File: config.mk
export PLATFORM = sky130hd
export DESIGN_NAME = dsos_top
export DESIGN_NICKNAME = d
export VERILOG_FILES = /design/src/design/dsos_pkg.sv /design/src/design/dsos_top.sv
export SDC_FILE = /design/constraint.sdc
export NUM_CORES = 1
export LEC_CHECK = 0
export ABC_CLOCK_PERIOD_IN_PS = 3100
export BUFFER_PORTS_ARGS = -buffer_cell sky130_fd_sc_hd__buf_2
export CORE_MARGIN = 5
export CORE_UTILIZATION = 40
export CTS_CLUSTER_DIAMETER = 150
export DETAILED_ROUTE_END_ITERATION = 7
export SKIP_LAST_GASP = 1
export SYNTH_ARGS = -nofsm -noshare
export SYNTH_HDL_FRONTEND = slang
export SYNTH_SLANG_ARGS = --single-unit
File: constraint.sdc
create_clock -name clk_i -period 3.1 [get_ports clk_i]
set_input_delay 0.31 -clock clk_i [delete_from_list [all_inputs] [get_ports clk_i]]
set_output_delay 0.31 -clock clk_i [all_outputs]
set_load 0.005 [all_outputs]
File: src/design/dsos_pkg.sv
// package: constants for the drive status output selector
package dsos_pkg;
  // function codes
  localparam logic [5:0] FN_STOP = 6'h0F;
  localparam logic [5:0] FN_STEADY = 6'h10;
  localparam logic [5:0] FN_INV_LINE = 6'h11;
  localparam logic [5:0] FN_COMM_LINE = 6'h12;
  localparam logic [5:0] FN_SPEED_SEARCH = 6'h13;
  localparam logic [5:0] FN_READY = 6'h16;
  localparam logic [5:0] FN_TIMER = 6'h1C;
  localparam logic [5:0] FN_TRIP = 6'h1D;
  localparam logic [5:0] FN_ONOFF = 6'h22;
  localparam logic [5:0] FN_BRAKE = 6'h23;
  localparam logic [5:0] FN_KEB = 6'h28;
  // register byte offsets
  localparam logic [7:0] OFS_TERM_SEL = 8'h00;
  localparam logic [7:0] OFS_RELAY_SEL = 8'h04;
  localparam logic [7:0] OFS_MASK = 8'h08;
  localparam logic [7:0] OFS_ON_DLY = 8'h0C;
  localparam logic [7:0] OFS_OFF_DLY = 8'h10;
  localparam logic [7:0] OFS_STATUS = 8'h14;
  // reset values and delay limit
  localparam logic [5:0] RST_TERM_SEL = 6'h0E;
  localparam logic [5:0] RST_RELAY_SEL = 6'h1D;
  localparam logic [2:0] RST_MASK = 3'h2;
  localparam logic [13:0] RST_DLY = 14'h0000;
  localparam logic [13:0] DLY_MAX = 14'h2710;
  // delay tick: 10 ms at 100 MHz
  localparam int CLK_HZ = 100000000;
  localparam int TICK_MS = 10;
  localparam int TICK_CYC = CLK_HZ / 1000 * TICK_MS;
  localparam logic [19:0] TICK_LAST = 20'(TICK_CYC - 1);
  // trip output states
  typedef enum logic [1:0] {
    TS_IDLE = 2'b00,
    TS_ASSERT_WAIT = 2'b01,
    TS_ACTIVE = 2'b10,
    TS_RELEASE_WAIT = 2'b11
  } dsos_trip_state_t;
endpackage : dsos_pkg

File: src/design/dsos_top.sv
// module: status source selector with fault trip output timing
//
// Our own choices: the register offsets and register access over Wishbone.
`timescale 1ns/1ns
`default_nettype none
// What this block does
// code 15: stopped, no output voltage
// code 16: steady speed operation
// code 17: motor on inverter line
// code 18: motor on commercial mains
// code 19: speed search in progress
// code 22: ready for external run
// code 28: timer function output
// code 29: masked, delayed fault trip
// code 34: analog on/off comparison output
// code 35: mechanical brake release
// code 40: energy buffering until power returns
// operator programs code 29 for trip
// mask bit1: low-voltage trips
// mask bit2: other fault trips
// mask bit3: auto restart failure
// mask resets to 010
// assert delay 0.00-100.00 s, default 0
// release delay after trip clears
// mask bits independent, any match
// delays in 10 ms steps, zero immediate
module dsos_top (
  // clock and reset
  input wire logic clk_i,
  input wire logic rst_i,
  // wishbone slave
  input wire logic wb_cyc_i,
  input wire logic wb_stb_i,
  input wire logic wb_we_i,
  input wire logic [7:0] wb_adr_i,
  input wire logic [3:0] wb_sel_i,
  input wire logic [31:0] wb_dat_i,
  output logic [31:0] wb_dat_o,
  output logic wb_ack_o,
  // status sources, same clock domain
  input wire logic run_cmd_i,
  input wire logic out_voltage_i,
  input wire logic steady_i,
  input wire logic inv_line_i,
  input wire logic comm_line_i,
  input wire logic speed_search_i,
  input wire logic ready_i,
  input wire logic timer_out_i,
  input wire logic onoff_ctrl_i,
  input wire logic brake_release_i,
  input wire logic energy_buffering_i,
  // trip causes, levels held until initialization
  input wire logic trip_low_voltage_i,
  input wire logic trip_other_i,
  input wire logic restart_fail_i,
  // field outputs
  output logic open_collector_output_o,
  output logic relay_output_o
);
  ////////////////////////////////////////////////////////////////////
  // registers
  logic [5:0] term_sel, next_term_sel;
  logic [5:0] relay_sel, next_relay_sel;
  logic [2:0] mask, next_mask;
  logic [13:0] on_dly, next_on_dly;
  logic [13:0] off_dly, next_off_dly;
  logic [31:0] rd_data, next_rd_data;
  logic ack, next_ack;
  logic wr_en;
  logic [13:0] wr_dly;
  logic trip_qual;
  logic trip_out, next_trip_out;

  always_comb begin
    wr_en = wb_cyc_i && wb_stb_i && wb_we_i && !ack;
    wr_dly = (wb_dat_i[13:0] > dsos_pkg::DLY_MAX) ? dsos_pkg::DLY_MAX : wb_dat_i[13:0];
    next_term_sel = term_sel;
    next_relay_sel = relay_sel;
    next_mask = mask;
    next_on_dly = on_dly;
    next_off_dly = off_dly;
    next_ack = wb_cyc_i && wb_stb_i && !ack;
    next_rd_data = 32'h0000_0000;
    if (wr_en && wb_sel_i[0]) begin
      case (wb_adr_i)
        dsos_pkg::OFS_TERM_SEL: next_term_sel = wb_dat_i[5:0];
        dsos_pkg::OFS_RELAY_SEL: next_relay_sel = wb_dat_i[5:0];
        dsos_pkg::OFS_MASK: next_mask = wb_dat_i[3:1];
        dsos_pkg::OFS_ON_DLY: next_on_dly = wr_dly;
        dsos_pkg::OFS_OFF_DLY: next_off_dly = wr_dly;
        default: ;
      endcase
    end
    case (wb_adr_i)
      dsos_pkg::OFS_TERM_SEL: next_rd_data = {26'h0, term_sel};
      dsos_pkg::OFS_RELAY_SEL: next_rd_data = {26'h0, relay_sel};
      dsos_pkg::OFS_MASK: next_rd_data = {28'h0, mask, 1'b0};
      dsos_pkg::OFS_ON_DLY: next_rd_data = {18'h0, on_dly};
      dsos_pkg::OFS_OFF_DLY: next_rd_data = {18'h0, off_dly};
      dsos_pkg::OFS_STATUS: next_rd_data = {28'h0, trip_qual, trip_out,
                                            relay_output_o, open_collector_output_o};
      default: next_rd_data = 32'h0000_0000;
    endcase
  end

  always_ff @(posedge clk_i) begin
    if (rst_i) begin
      term_sel <= dsos_pkg::RST_TERM_SEL;
      relay_sel <= dsos_pkg::RST_RELAY_SEL;
      mask <= dsos_pkg::RST_MASK;
      on_dly <= dsos_pkg::RST_DLY;
      off_dly <= dsos_pkg::RST_DLY;
      rd_data <= 32'h0000_0000;
      ack <= 1'b0;
    end else begin
      term_sel <= next_term_sel;
      relay_sel <= next_relay_sel;
      mask <= next_mask;
      on_dly <= next_on_dly;
      off_dly <= next_off_dly;
      rd_data <= next_rd_data;
      ack <= next_ack;
    end
  end
  assign wb_dat_o = rd_data;
  assign wb_ack_o = ack;

  ////////////////////////////////////////////////////////////////////
  // fault trip qualification and delays
  dsos_pkg::dsos_trip_state_t tstate, next_tstate;
  logic [13:0] dcnt, next_dcnt;
  logic [19:0] tick_cnt, next_tick_cnt;
  logic tick;

  always_comb begin
    trip_qual = (mask[0] && trip_low_voltage_i) || (mask[1] && trip_other_i)
             || (mask[2] && restart_fail_i);
    tick = (tick_cnt == dsos_pkg::TICK_LAST);
    next_tick_cnt = (tick || tstate == dsos_pkg::TS_IDLE || tstate == dsos_pkg::TS_ACTIVE)
                    ? 20'h00000 : tick_cnt + 20'h00001;
    next_tstate = tstate;
    next_dcnt = dcnt;
    next_trip_out = trip_out;
    case (tstate)
      dsos_pkg::TS_IDLE: begin
        next_dcnt = 14'h0000;
        if (trip_qual) begin
          if (on_dly == 14'h0000) begin
            next_tstate = dsos_pkg::TS_ACTIVE;
            next_trip_out = 1'b1;
          end else begin
            next_tstate = dsos_pkg::TS_ASSERT_WAIT;
          end
        end
      end
      dsos_pkg::TS_ASSERT_WAIT: begin
        if (!trip_qual) begin
          next_tstate = dsos_pkg::TS_IDLE;
        end else if (tick) begin
          next_dcnt = dcnt + 14'h0001;
          if (dcnt + 14'h0001 >= on_dly) begin
            next_tstate = dsos_pkg::TS_ACTIVE;
            next_trip_out = 1'b1;
          end
        end
      end
      dsos_pkg::TS_ACTIVE: begin
        next_dcnt = 14'h0000;
        if (!trip_qual) begin
          if (off_dly == 14'h0000) begin
            next_tstate = dsos_pkg::TS_IDLE;
            next_trip_out = 1'b0;
          end else begin
            next_tstate = dsos_pkg::TS_RELEASE_WAIT;
          end
        end
      end
      dsos_pkg::TS_RELEASE_WAIT: begin
        if (trip_qual) begin
          next_tstate = dsos_pkg::TS_ACTIVE;
        end else if (tick) begin
          next_dcnt = dcnt + 14'h0001;
          if (dcnt + 14'h0001 >= off_dly) begin
            next_tstate = dsos_pkg::TS_IDLE;
            next_trip_out = 1'b0;
          end
        end
      end
      default: begin
        next_tstate = dsos_pkg::TS_IDLE;
        next_trip_out = 1'b0;
      end
    endcase
  end

  always_ff @(posedge clk_i) begin
    if (rst_i) begin
      tstate <= dsos_pkg::TS_IDLE;
      dcnt <= 14'h0000;
      tick_cnt <= 20'h00000;
      trip_out <= 1'b0;
    end else begin
      tstate <= next_tstate;
      dcnt <= next_dcnt;
      tick_cnt <= next_tick_cnt;
      trip_out <= next_trip_out;
    end
  end

  ////////////////////////////////////////////////////////////////////
  // source selection
  function automatic logic pick(input logic [5:0] code, input logic trip);
    case (code)
      dsos_pkg::FN_STOP: pick = !run_cmd_i && !out_voltage_i;
      dsos_pkg::FN_STEADY: pick = steady_i;
      dsos_pkg::FN_INV_LINE: pick = inv_line_i;
      dsos_pkg::FN_COMM_LINE: pick = comm_line_i;
      dsos_pkg::FN_SPEED_SEARCH: pick = speed_search_i;
      dsos_pkg::FN_READY: pick = ready_i;
      dsos_pkg::FN_TIMER: pick = timer_out_i;
      dsos_pkg::FN_TRIP: pick = trip;
      dsos_pkg::FN_ONOFF: pick = onoff_ctrl_i;
      dsos_pkg::FN_BRAKE: pick = brake_release_i;
      dsos_pkg::FN_KEB: pick = energy_buffering_i;
      default: pick = 1'b0;
    endcase
  endfunction : pick

  logic next_term_out, next_relay_out;
  always_comb begin
    next_term_out = pick(term_sel, trip_out);
    next_relay_out = pick(relay_sel, trip_out);
  end

  always_ff @(posedge clk_i) begin
    if (rst_i) begin
      open_collector_output_o <= 1'b0;
      relay_output_o <= 1'b0;
    end else begin
      open_collector_output_o <= next_term_out;
      relay_output_o <= next_relay_out;
    end
  end

  ////////////////////////////////////////////////////////////////////
  // checks
  mask_reset_a: assert property (@(posedge clk_i)
    $fell(rst_i) |-> mask == 3'h2) else $error("mask reset value wrong");
  stop_sel_a: assert property (@(posedge clk_i) disable iff (rst_i)
    term_sel == dsos_pkg::FN_STOP && $stable(term_sel)
    |=> open_collector_output_o == (!$past(run_cmd_i) && !$past(out_voltage_i)))
    else $error("stop output wrong");
  keb_sel_a: assert property (@(posedge clk_i) disable iff (rst_i)
    relay_sel == dsos_pkg::FN_KEB && $stable(relay_sel)
    |=> relay_output_o == $past(energy_buffering_i)) else $error("keb output wrong");
  zero_on_a: assert property (@(posedge clk_i) disable iff (rst_i)
    tstate == dsos_pkg::TS_IDLE && trip_qual && on_dly == 14'h0000 |=> trip_out)
    else $error("zero delay not immediate");
  qual_low_a: assert property (@(posedge clk_i) disable iff (rst_i)
    tstate == dsos_pkg::TS_IDLE && mask[0] && trip_low_voltage_i && on_dly == 14'h0000
    |=> trip_out) else $error("low voltage not qualified");
  qual_none_a: assert property (@(posedge clk_i) disable iff (rst_i)
    tstate == dsos_pkg::TS_IDLE && !(mask[0] && trip_low_voltage_i)
    && !(mask[1] && trip_other_i) && !(mask[2] && restart_fail_i)
    |=> !trip_out) else $error("qualification wrong");
  early_on_a: assert property (@(posedge clk_i) disable iff (rst_i)
    tstate == dsos_pkg::TS_ASSERT_WAIT && dcnt + 14'h0001 < on_dly |=> !trip_out)
    else $error("trip output early");
  early_off_a: assert property (@(posedge clk_i) disable iff (rst_i)
    tstate == dsos_pkg::TS_RELEASE_WAIT && dcnt + 14'h0001 < off_dly |=> trip_out)
    else $error("trip release early");
  trip_sel_a: assert property (@(posedge clk_i) disable iff (rst_i)
    term_sel == dsos_pkg::FN_TRIP && $stable(term_sel)
    |=> open_collector_output_o == $past(trip_out)) else $error("trip route wrong");
  relay_trip_a: assert property (@(posedge clk_i) disable iff (rst_i)
    relay_sel == dsos_pkg::FN_TRIP && $stable(relay_sel)
    |=> relay_output_o == $past(trip_out)) else $error("relay trip route wrong");
  state_out_a: assert property (@(posedge clk_i) disable iff (rst_i)
    trip_out == (tstate == dsos_pkg::TS_ACTIVE || tstate == dsos_pkg::TS_RELEASE_WAIT))
    else $error("trip output state mismatch");
  restart_qual_a: assert property (@(posedge clk_i) disable iff (rst_i)
    tstate == dsos_pkg::TS_IDLE && mask[2] && restart_fail_i && on_dly == 14'h0000
    |=> trip_out) else $error("restart failure not qualified");

  // trip timing checks
  dly_clamp_a: assert property (@(posedge clk_i) disable iff (rst_i)
    on_dly <= dsos_pkg::DLY_MAX && off_dly <= dsos_pkg::DLY_MAX)
    else $error("delay above limit");
  cancel_wait_a: assert property (@(posedge clk_i) disable iff (rst_i)
    tstate == dsos_pkg::TS_ASSERT_WAIT && !trip_qual
    |=> tstate == dsos_pkg::TS_IDLE && !trip_out) else $error("assert wait not cancelled");
  on_late_a: assert property (@(posedge clk_i) disable iff (rst_i)
    tstate == dsos_pkg::TS_ASSERT_WAIT && trip_qual && tick && dcnt + 14'h0001 >= on_dly
    |=> trip_out) else $error("trip output late");
  rejoin_active_a: assert property (@(posedge clk_i) disable iff (rst_i)
    tstate == dsos_pkg::TS_RELEASE_WAIT && trip_qual
    |=> tstate == dsos_pkg::TS_ACTIVE && trip_out) else $error("release wait not left");
  off_late_a: assert property (@(posedge clk_i) disable iff (rst_i)
    tstate == dsos_pkg::TS_RELEASE_WAIT && !trip_qual && tick && dcnt + 14'h0001 >= off_dly
    |=> !trip_out) else $error("trip release late");
  zero_off_a: assert property (@(posedge clk_i) disable iff (rst_i)
    tstate == dsos_pkg::TS_ACTIVE && !trip_qual && off_dly == 14'h0000 |=> !trip_out)
    else $error("zero release delay not immediate");

  // register bus checks
  ack_answer_a: assert property (@(posedge clk_i) disable iff (rst_i)
    wb_cyc_i && wb_stb_i && !wb_ack_o |=> wb_ack_o) else $error("bus request not acked");
  ack_pulse_a: assert property (@(posedge clk_i) disable iff (rst_i)
    wb_ack_o |=> !wb_ack_o) else $error("ack longer than one cycle");
  term_write_a: assert property (@(posedge clk_i) disable iff (rst_i)
    wb_cyc_i && wb_stb_i && wb_we_i && !wb_ack_o && wb_sel_i[0]
    && wb_adr_i == dsos_pkg::OFS_TERM_SEL |=> term_sel == $past(wb_dat_i[5:0]))
    else $error("terminal select not written");
  mask_write_a: assert property (@(posedge clk_i) disable iff (rst_i)
    wb_cyc_i && wb_stb_i && wb_we_i && !wb_ack_o && wb_sel_i[0]
    && wb_adr_i == dsos_pkg::OFS_MASK |=> mask == $past(wb_dat_i[3:1]))
    else $error("mask not written");
endmodule : dsos_top
`default_nettype wire

==> results of run 1 <==
==> per-stage QoR <==
stage                     std cells  hold WS [ns]  worst slack (ns)  instance area, sq um  TNS [ns]
after floorplan                 681         0.418             0.111                  5650         0
after global placement          889         0.429            0.0424                  6020         0
after detailed placement        889         0.444           -0.0149                  6020   -0.0265
after CTS                       905         0.223           0.00589                  6320         0
after global routing            905         0.243          -0.00502                  6350  -0.00502
final                           905         0.242             0.168                  6350         0
==> worst min-delay path: stages <==
cell     delay [ns]
buf_2          0.12
nand3_1        0.06
a21oi_1        0.06
==> synth_stat cells (8+ instances only) <==
library cell / n
and3_1: 9
nor4_1: 11
xnor2_1: 14
inv_1: 34
a22oi_1: 8
dfxtp_1: 97
mux2i_1: 14
nand4_1: 13
nand2b_1: 9
buf_4: 21
nand3_1: 28
xor2_1: 29
nand2_1: 53
nor2_1: 88
ha_1: 30
a21oi_1: 35
nor2b_1: 14
a211o_1: 10
clkbuf_1: 17
o21ai_0: 15
a211oi_1: 12
==> repair_timing <==
item                                   CTS  global route
pin swaps                                0             2
buffers inserted                         0             0
gates resized for setup                  1             5
setup endpoints to repair                3             3
endpoints found under the hold margin    0             0
==> state kept, by name (all words and copies together), names as in the netlist <==
name                     flops
wb_ack_o                     1
trip_out                     1
tick_cnt                    20
on_dly                      14
open_collector_output_o      1
dcnt                        14
off_dly                     14
relay_sel                    6
mask                         3
wb_dat_o                    14
tstate                       2
relay_output_o               1
term_sel                     6
==> cell families (layout without fill, tap and decap cells) <==
family                     Yosys count  after routing  synth area share
xor gates and xnor gates            43             43            0.0674
and+or+nand+nor                    275            275             0.266
adders and majority gates           30             30            0.0671
other                                1             18          0.000671
buffers and inverters               80            124            0.0703
muxes                               20             20            0.0372
AOI/OAI and AO/OA                  118            118             0.144
DFF                                 97             97             0.347
==> power by group <==
part           switching, W  internal (W)  total (W)
clock network      0.000543      0.000569    0.00111
logic              0.000154     0.0000960   0.000250
registers         0.0000362       0.00127    0.00130
total              0.000733       0.00193    0.00266
==> final timing paths <==
check | from | end | slack [ns] | cells past startpoint
max | dcnt[0] | tstate[0] | 0.17 | 13
min | wb_dat_i[6] | on_dly[6] | 0.24 | 3
max reg2reg | dcnt[0] | tstate[0] | 0.17 | 13
min reg2reg | tick_cnt[0] | tick_cnt[0] | 0.45 | 1
==> cell type report <==
| type | instances | area (sq um) | area share |
|---|---|---|---|
| clock buffers | 9 | 225 | 0.0355 |
| clock inverters | 7 | 70.1 | 0.0110 |
| inverters | 34 | 128 | 0.0201 |
| multi-input cells | 504 | 3350 | 0.527 |
| flip-flops and latches | 97 | 1940 | 0.306 |
| well taps | 180 | 225 | 0.0355 |
| repair buffers | 74 | 410 | 0.0647 |
==> per-layer routing <==
layer / wire length [um] / track usage / vias to the layer above
li1: - / - / 2445
met3: 661 / 0.0333 / 21
met5: 0 / 0 / -
met4: 355 / 0.0674 / 0
met2: 6660 / 0.275 / 111
met1: 6470 / 0.225 / 2365
==> impl_metrics.tcl, run 1 <==
set metrics [dict create \
    drc 0 \
    first_pass_iters 5 \
    crit_arrival_ns 3.22 \
    grt_max_degree 52 \
    yosysTopAreaCellShare 0.347 \
    gp_congestion 0.856 \
    yosys-top-cells-area "dfxtp_1 35%, ha_1 6.7%, nor2_1 5.9%, xor2_1 4.5%, nand2_1 3.6%" \
    drt_wl_total_um 14100 \
    final_util 0.461 \
    syn_area_per_cell_sq_um 8.42 \
    synth_ff_type "dfxtp_1" \
    final_nets 813 \
    p_leak_nw 2.46 \
    worstSetupPathType "reg -> reg" \
    min_period_ns 2.93 \
    min_path_type "in -> reg" \
    synth-async-reset-ratio 0 \
    max_freq_mhz 341 \
    peakVddDrop_mv 0.249 \
    synth-edff-count 0 \
    fin_skew_ns 0.0119 \
    path_max_fanout 4 \
    netlist_area_sq_um 5590 \
    antenna_found_initial 0 \
    numClockSinks 97 \
    layout_commonest_cell "dfxtp_1" \
    hold_viol 0 \
    crit_chain "ha_1 > nand3_1 > nor3_2 > and4_1 > xor2_1 > ha_1 > a21oi_1 > nand2_1 > a221oi_2 > buf_4 > o211ai_1 > and2_0 > a21oi_1" \
    filler_cell_count 1368 \
    setup_viol 0 \
    path_delay_family "simple AND/OR/NAND/NOR gates" \
    cp_slowest_cell "dfxtp_1" \
    wl_per_cell_um 15.6 \
    synth_cells 664 \
    hold_buffers 0 \
    pin_count 98 \
    cp-end-kind "flip-flop" \
    slew_viol_final 0 \
    viasPerCell 5.46 \
    core_area_sq_um 13800 \
    cts_tree "built" \
    drive_gt1_frac 0.161 \
    die_width_um 128 \
    clock_path_buffers 2 \
    antenna_left 0 \
    required_ns 3.39 \
    grt.total_usage 0.171 \
    hpwl_um 10700 \
    powerDensity_nw_per_um2 420 \
    areaGrowthSynthToFinish_pct 13.5 \
    ys_ff_latch 97 \
    port_buffers 58 \
    cts_buffers 9 \
    die_h_um 128 \
    ys_warn_count 0 \
    grt-ovfl-total 0 \
    synth.distinct_cells 68 \
    num_rows 43 \
    via_count 4942 \
    crit_buf_inv 1 \
    fin_crit_sh 0.946 \
    drt_iter0_drc 306 \
    diodes 0 \
    start_util 0.406 \
    final_cell_mix "97 x dfxtp_1, 87 x nor2_1, 58 x buf_2" \
    ys_seq_area_frac 0.347 \
    power_w 0.00266 \
    tightest_slew_ns 0.726 \
    insertion_delay_ns 0.36 \
    dieArea_sq_um 16400 \
    cts_htree_levels 3 \
    clk_pin_slew_ns 0.07 \
    max_cap_viol_count 0 \
    cpPeakStageDelay_ns 0.39 \
    status "finished clean" \
    start_kind "flip-flop" \
    synth.largest_area_cell "dfxtp_1" \
    cts_root_buf "clkbuf_16" \
    grt_pass1_vias 4599 \
    grt_pass1_wl_um 22700 \
    relSlewSlack 0.516 \
]
(Power assumes the default switching activity.)
==> inputs of run 2 (changes only) <==
Settings changed: ABC_CLOCK_PERIOD_IN_PS 3100 to default, CELL_PAD_IN_SITES_DETAIL_PLACEMENT from default to 1, CELL_PAD_IN_SITES_GLOBAL_PLACEMENT from default to 1, CORE_UTILIZATION 40 to 38, PLACE_DENSITY_LB_ADDON from default to 0.1.
==> run 2 against run 1 <==
  * Total power grew 2.6%
  * First-iteration DRC count is 0.98% lower
  * Clock power rose by 5%
  * Routed wire length up 14%
  * Cell count grew 0.88%
  * Clock skew fell by 0.0031 ns
  * Sequential share of layout area shrank 0.36 points
  * Die area up 4.8%
  * Critical path type unchanged
  * Largest power group unchanged
  * Sequential power is essentially flat
==> impl_metrics.tcl, run 2 (same netlist as run 1, synthesis figures left out) <==
set metrics [dict create \
    drt_iter0_drc 303 \
    pre_cts_slack_ns -0.0591 \
    grt_max_degree 52 \
    gp_congestion 0.807 \
    peakVddDrop_mv 0.231 \
    numClockSinks 97 \
    rsz0062_at_grt "yes" \
    grt.total_usage 0.184 \
    die_width_um 131 \
    required_ns 3.37 \
    start_kind "flip-flop" \
    grt_pass1_wl_um 26600 \
    min_period_ns 2.89 \
    first_pass_iters 6 \
    core_area_sq_um 14500 \
    cts_root_buf "clkbuf_16" \
    areaGrowthSynthToFinish_pct 14.9 \
    final_nets 817 \
    setup_viol 0 \
    path_max_fanout 4 \
    max_cap_viol_count 0 \
    register_area_sq_um 1940 \
    relSlewSlack 0.487 \
    start_util 0.386 \
    drt_wl_total_um 16100 \
    cp-end-kind "flip-flop" \
    met1_length_um 7690 \
    wl_per_cell_um 17.7 \
    route.met2.wl_um 7600 \
    pin_count 98 \
    layout_commonest_cell "dfxtp_1" \
    multiInputGateArea_sq_um 3380 \
    p_leak_nw 2.51 \
    hold_start "wb_dat_i[13]" \
    fin_skew_ns 0.00879 \
    port_buffers 58 \
    tightest_slew_ns 0.769 \
    top_layer "met4" \
    clock_path_buffers 2 \
    die_h_um 131 \
    largest_reg_flops 20 \
    max_freq_mhz 346 \
    worstSetupPathType "reg -> reg" \
    cts_buffers 9 \
    drive_gt1_frac 0.173 \
    slew_viol_final 0 \
    timing.hold.ws_ns 0.248 \
    hold_viol 0 \
    dr_wl_met3_um 699 \
    worst_slack_ns 0.212 \
    diodes 0 \
    crit_arrival_ns 3.16 \
    clk_pin_slew_ns 0.08 \
    cp-startpoint "dcnt[1]" \
    cts_tree "built" \
    status "finished clean" \
    dieArea_sq_um 17200 \
    cts_htree_levels 3 \
    fin_crit_sh 0.932 \
    hold_buffers 0 \
    drc 0 \
    grt-ovfl-total 0 \
    hpwl_um 12100 \
    num_rows 44 \
    antenna_left 0 \
    antenna_found_initial 0 \
    final_cell_mix "97 x dfxtp_1, 87 x nor2_1, 58 x buf_2" \
    min_path_type "in -> reg" \
    r2r_start "dcnt[1]" \
    insertion_delay_ns 0.35 \
    filler_cell_count 1762 \
    grt_pass1_vias 5145 \
    regMostFlops "tick_cnt" \
    via_count 4998 \
    powerDensity_nw_per_um2 426 \
    viasPerCell 5.47 \
]
[run 2: cell count changes in the layout (fill, tap and decap cells not counted), moves of 2 or more]
cell        previous run  this run
clkinv_4               0         3
xnor2_1               14        12
xnor2_2                0         2
buf_4                 16        20
xor2_1                29        27
xor2_2                 0         2
clkinvlp_4             3         1
[run 2: layout make-up]
cell class              count  share of cell area
repair buffers             78              0.0686
clock buffers               9              0.0351
flip-flops and latches     97               0.302
well taps                 184              0.0359
multi-input cells         504               0.526
inverters                  34              0.0199
clock inverters             7              0.0125
[run 2: what timing repair did]
action,4_1_cts,5_1_grt
buffers inserted,0,1
gates cloned,0,0
pin swaps,0,3
gates resized for setup,4,8
setup endpoints to repair,2,3
[run 2: path summary, 6_finish.rpt]
kind                 end  cells past startpoint  slack, ns
max reg2reg     trip_out                     14       0.21
min           on_dly[13]                      3       0.25
min reg2reg  tick_cnt[0]                      1       0.45
max             trip_out                     14       0.21
[run 2: power breakdown]
part           leakage [nW]  internal [W]  switching, W
clock network         0.148      0.000635      0.000533
logic                  1.58     0.0000973      0.000164
registers             0.782       0.00127     0.0000378
total                  2.51       0.00200      0.000735
[run 2: metal layers]
layer | track usage | vias to the layer above
met5 | 0 | -
met1 | 0.253 | 2461
met4 | 0.0371 | 0
li1 | - | 2438
met2 | 0.299 | 88
met3 | 0.0386 | 11
[run 2: metrics by stage]
stage / instance area [sq um] / TNS, ns / std cells / util / total power, W
after CTS: 6380 / 0 / 912 / 0.440 / 0.00276
after floorplan: 5650 / 0 / 681 / - / 0.00152
after global routing: 6420 / -0.0222 / 913 / 0.443 / 0.00284
final: 6420 / 0 / 913 / 0.443 / 0.00273
after detailed placement: 6050 / -0.0756 / 896 / 0.418 / 0.00159
after global placement: 6050 / 0 / 896 / 0.418 / 0.00158
[run 2: critical path: stages (launching register included)]
cell	delay, ns
dfxtp_1	0.39
ha_1	0.24
nand3_1	0.14
nor3_2	0.17
buf_4	0.16
nand3_1	0.13
xnor2_2	0.18
ha_1	0.20
a21o_1	0.17
a21oi_1	0.14
nor2b_1	0.07
a2111oi_2	0.33
buf_4	0.19
o21ai_0	0.08
a41oi_1	0.22
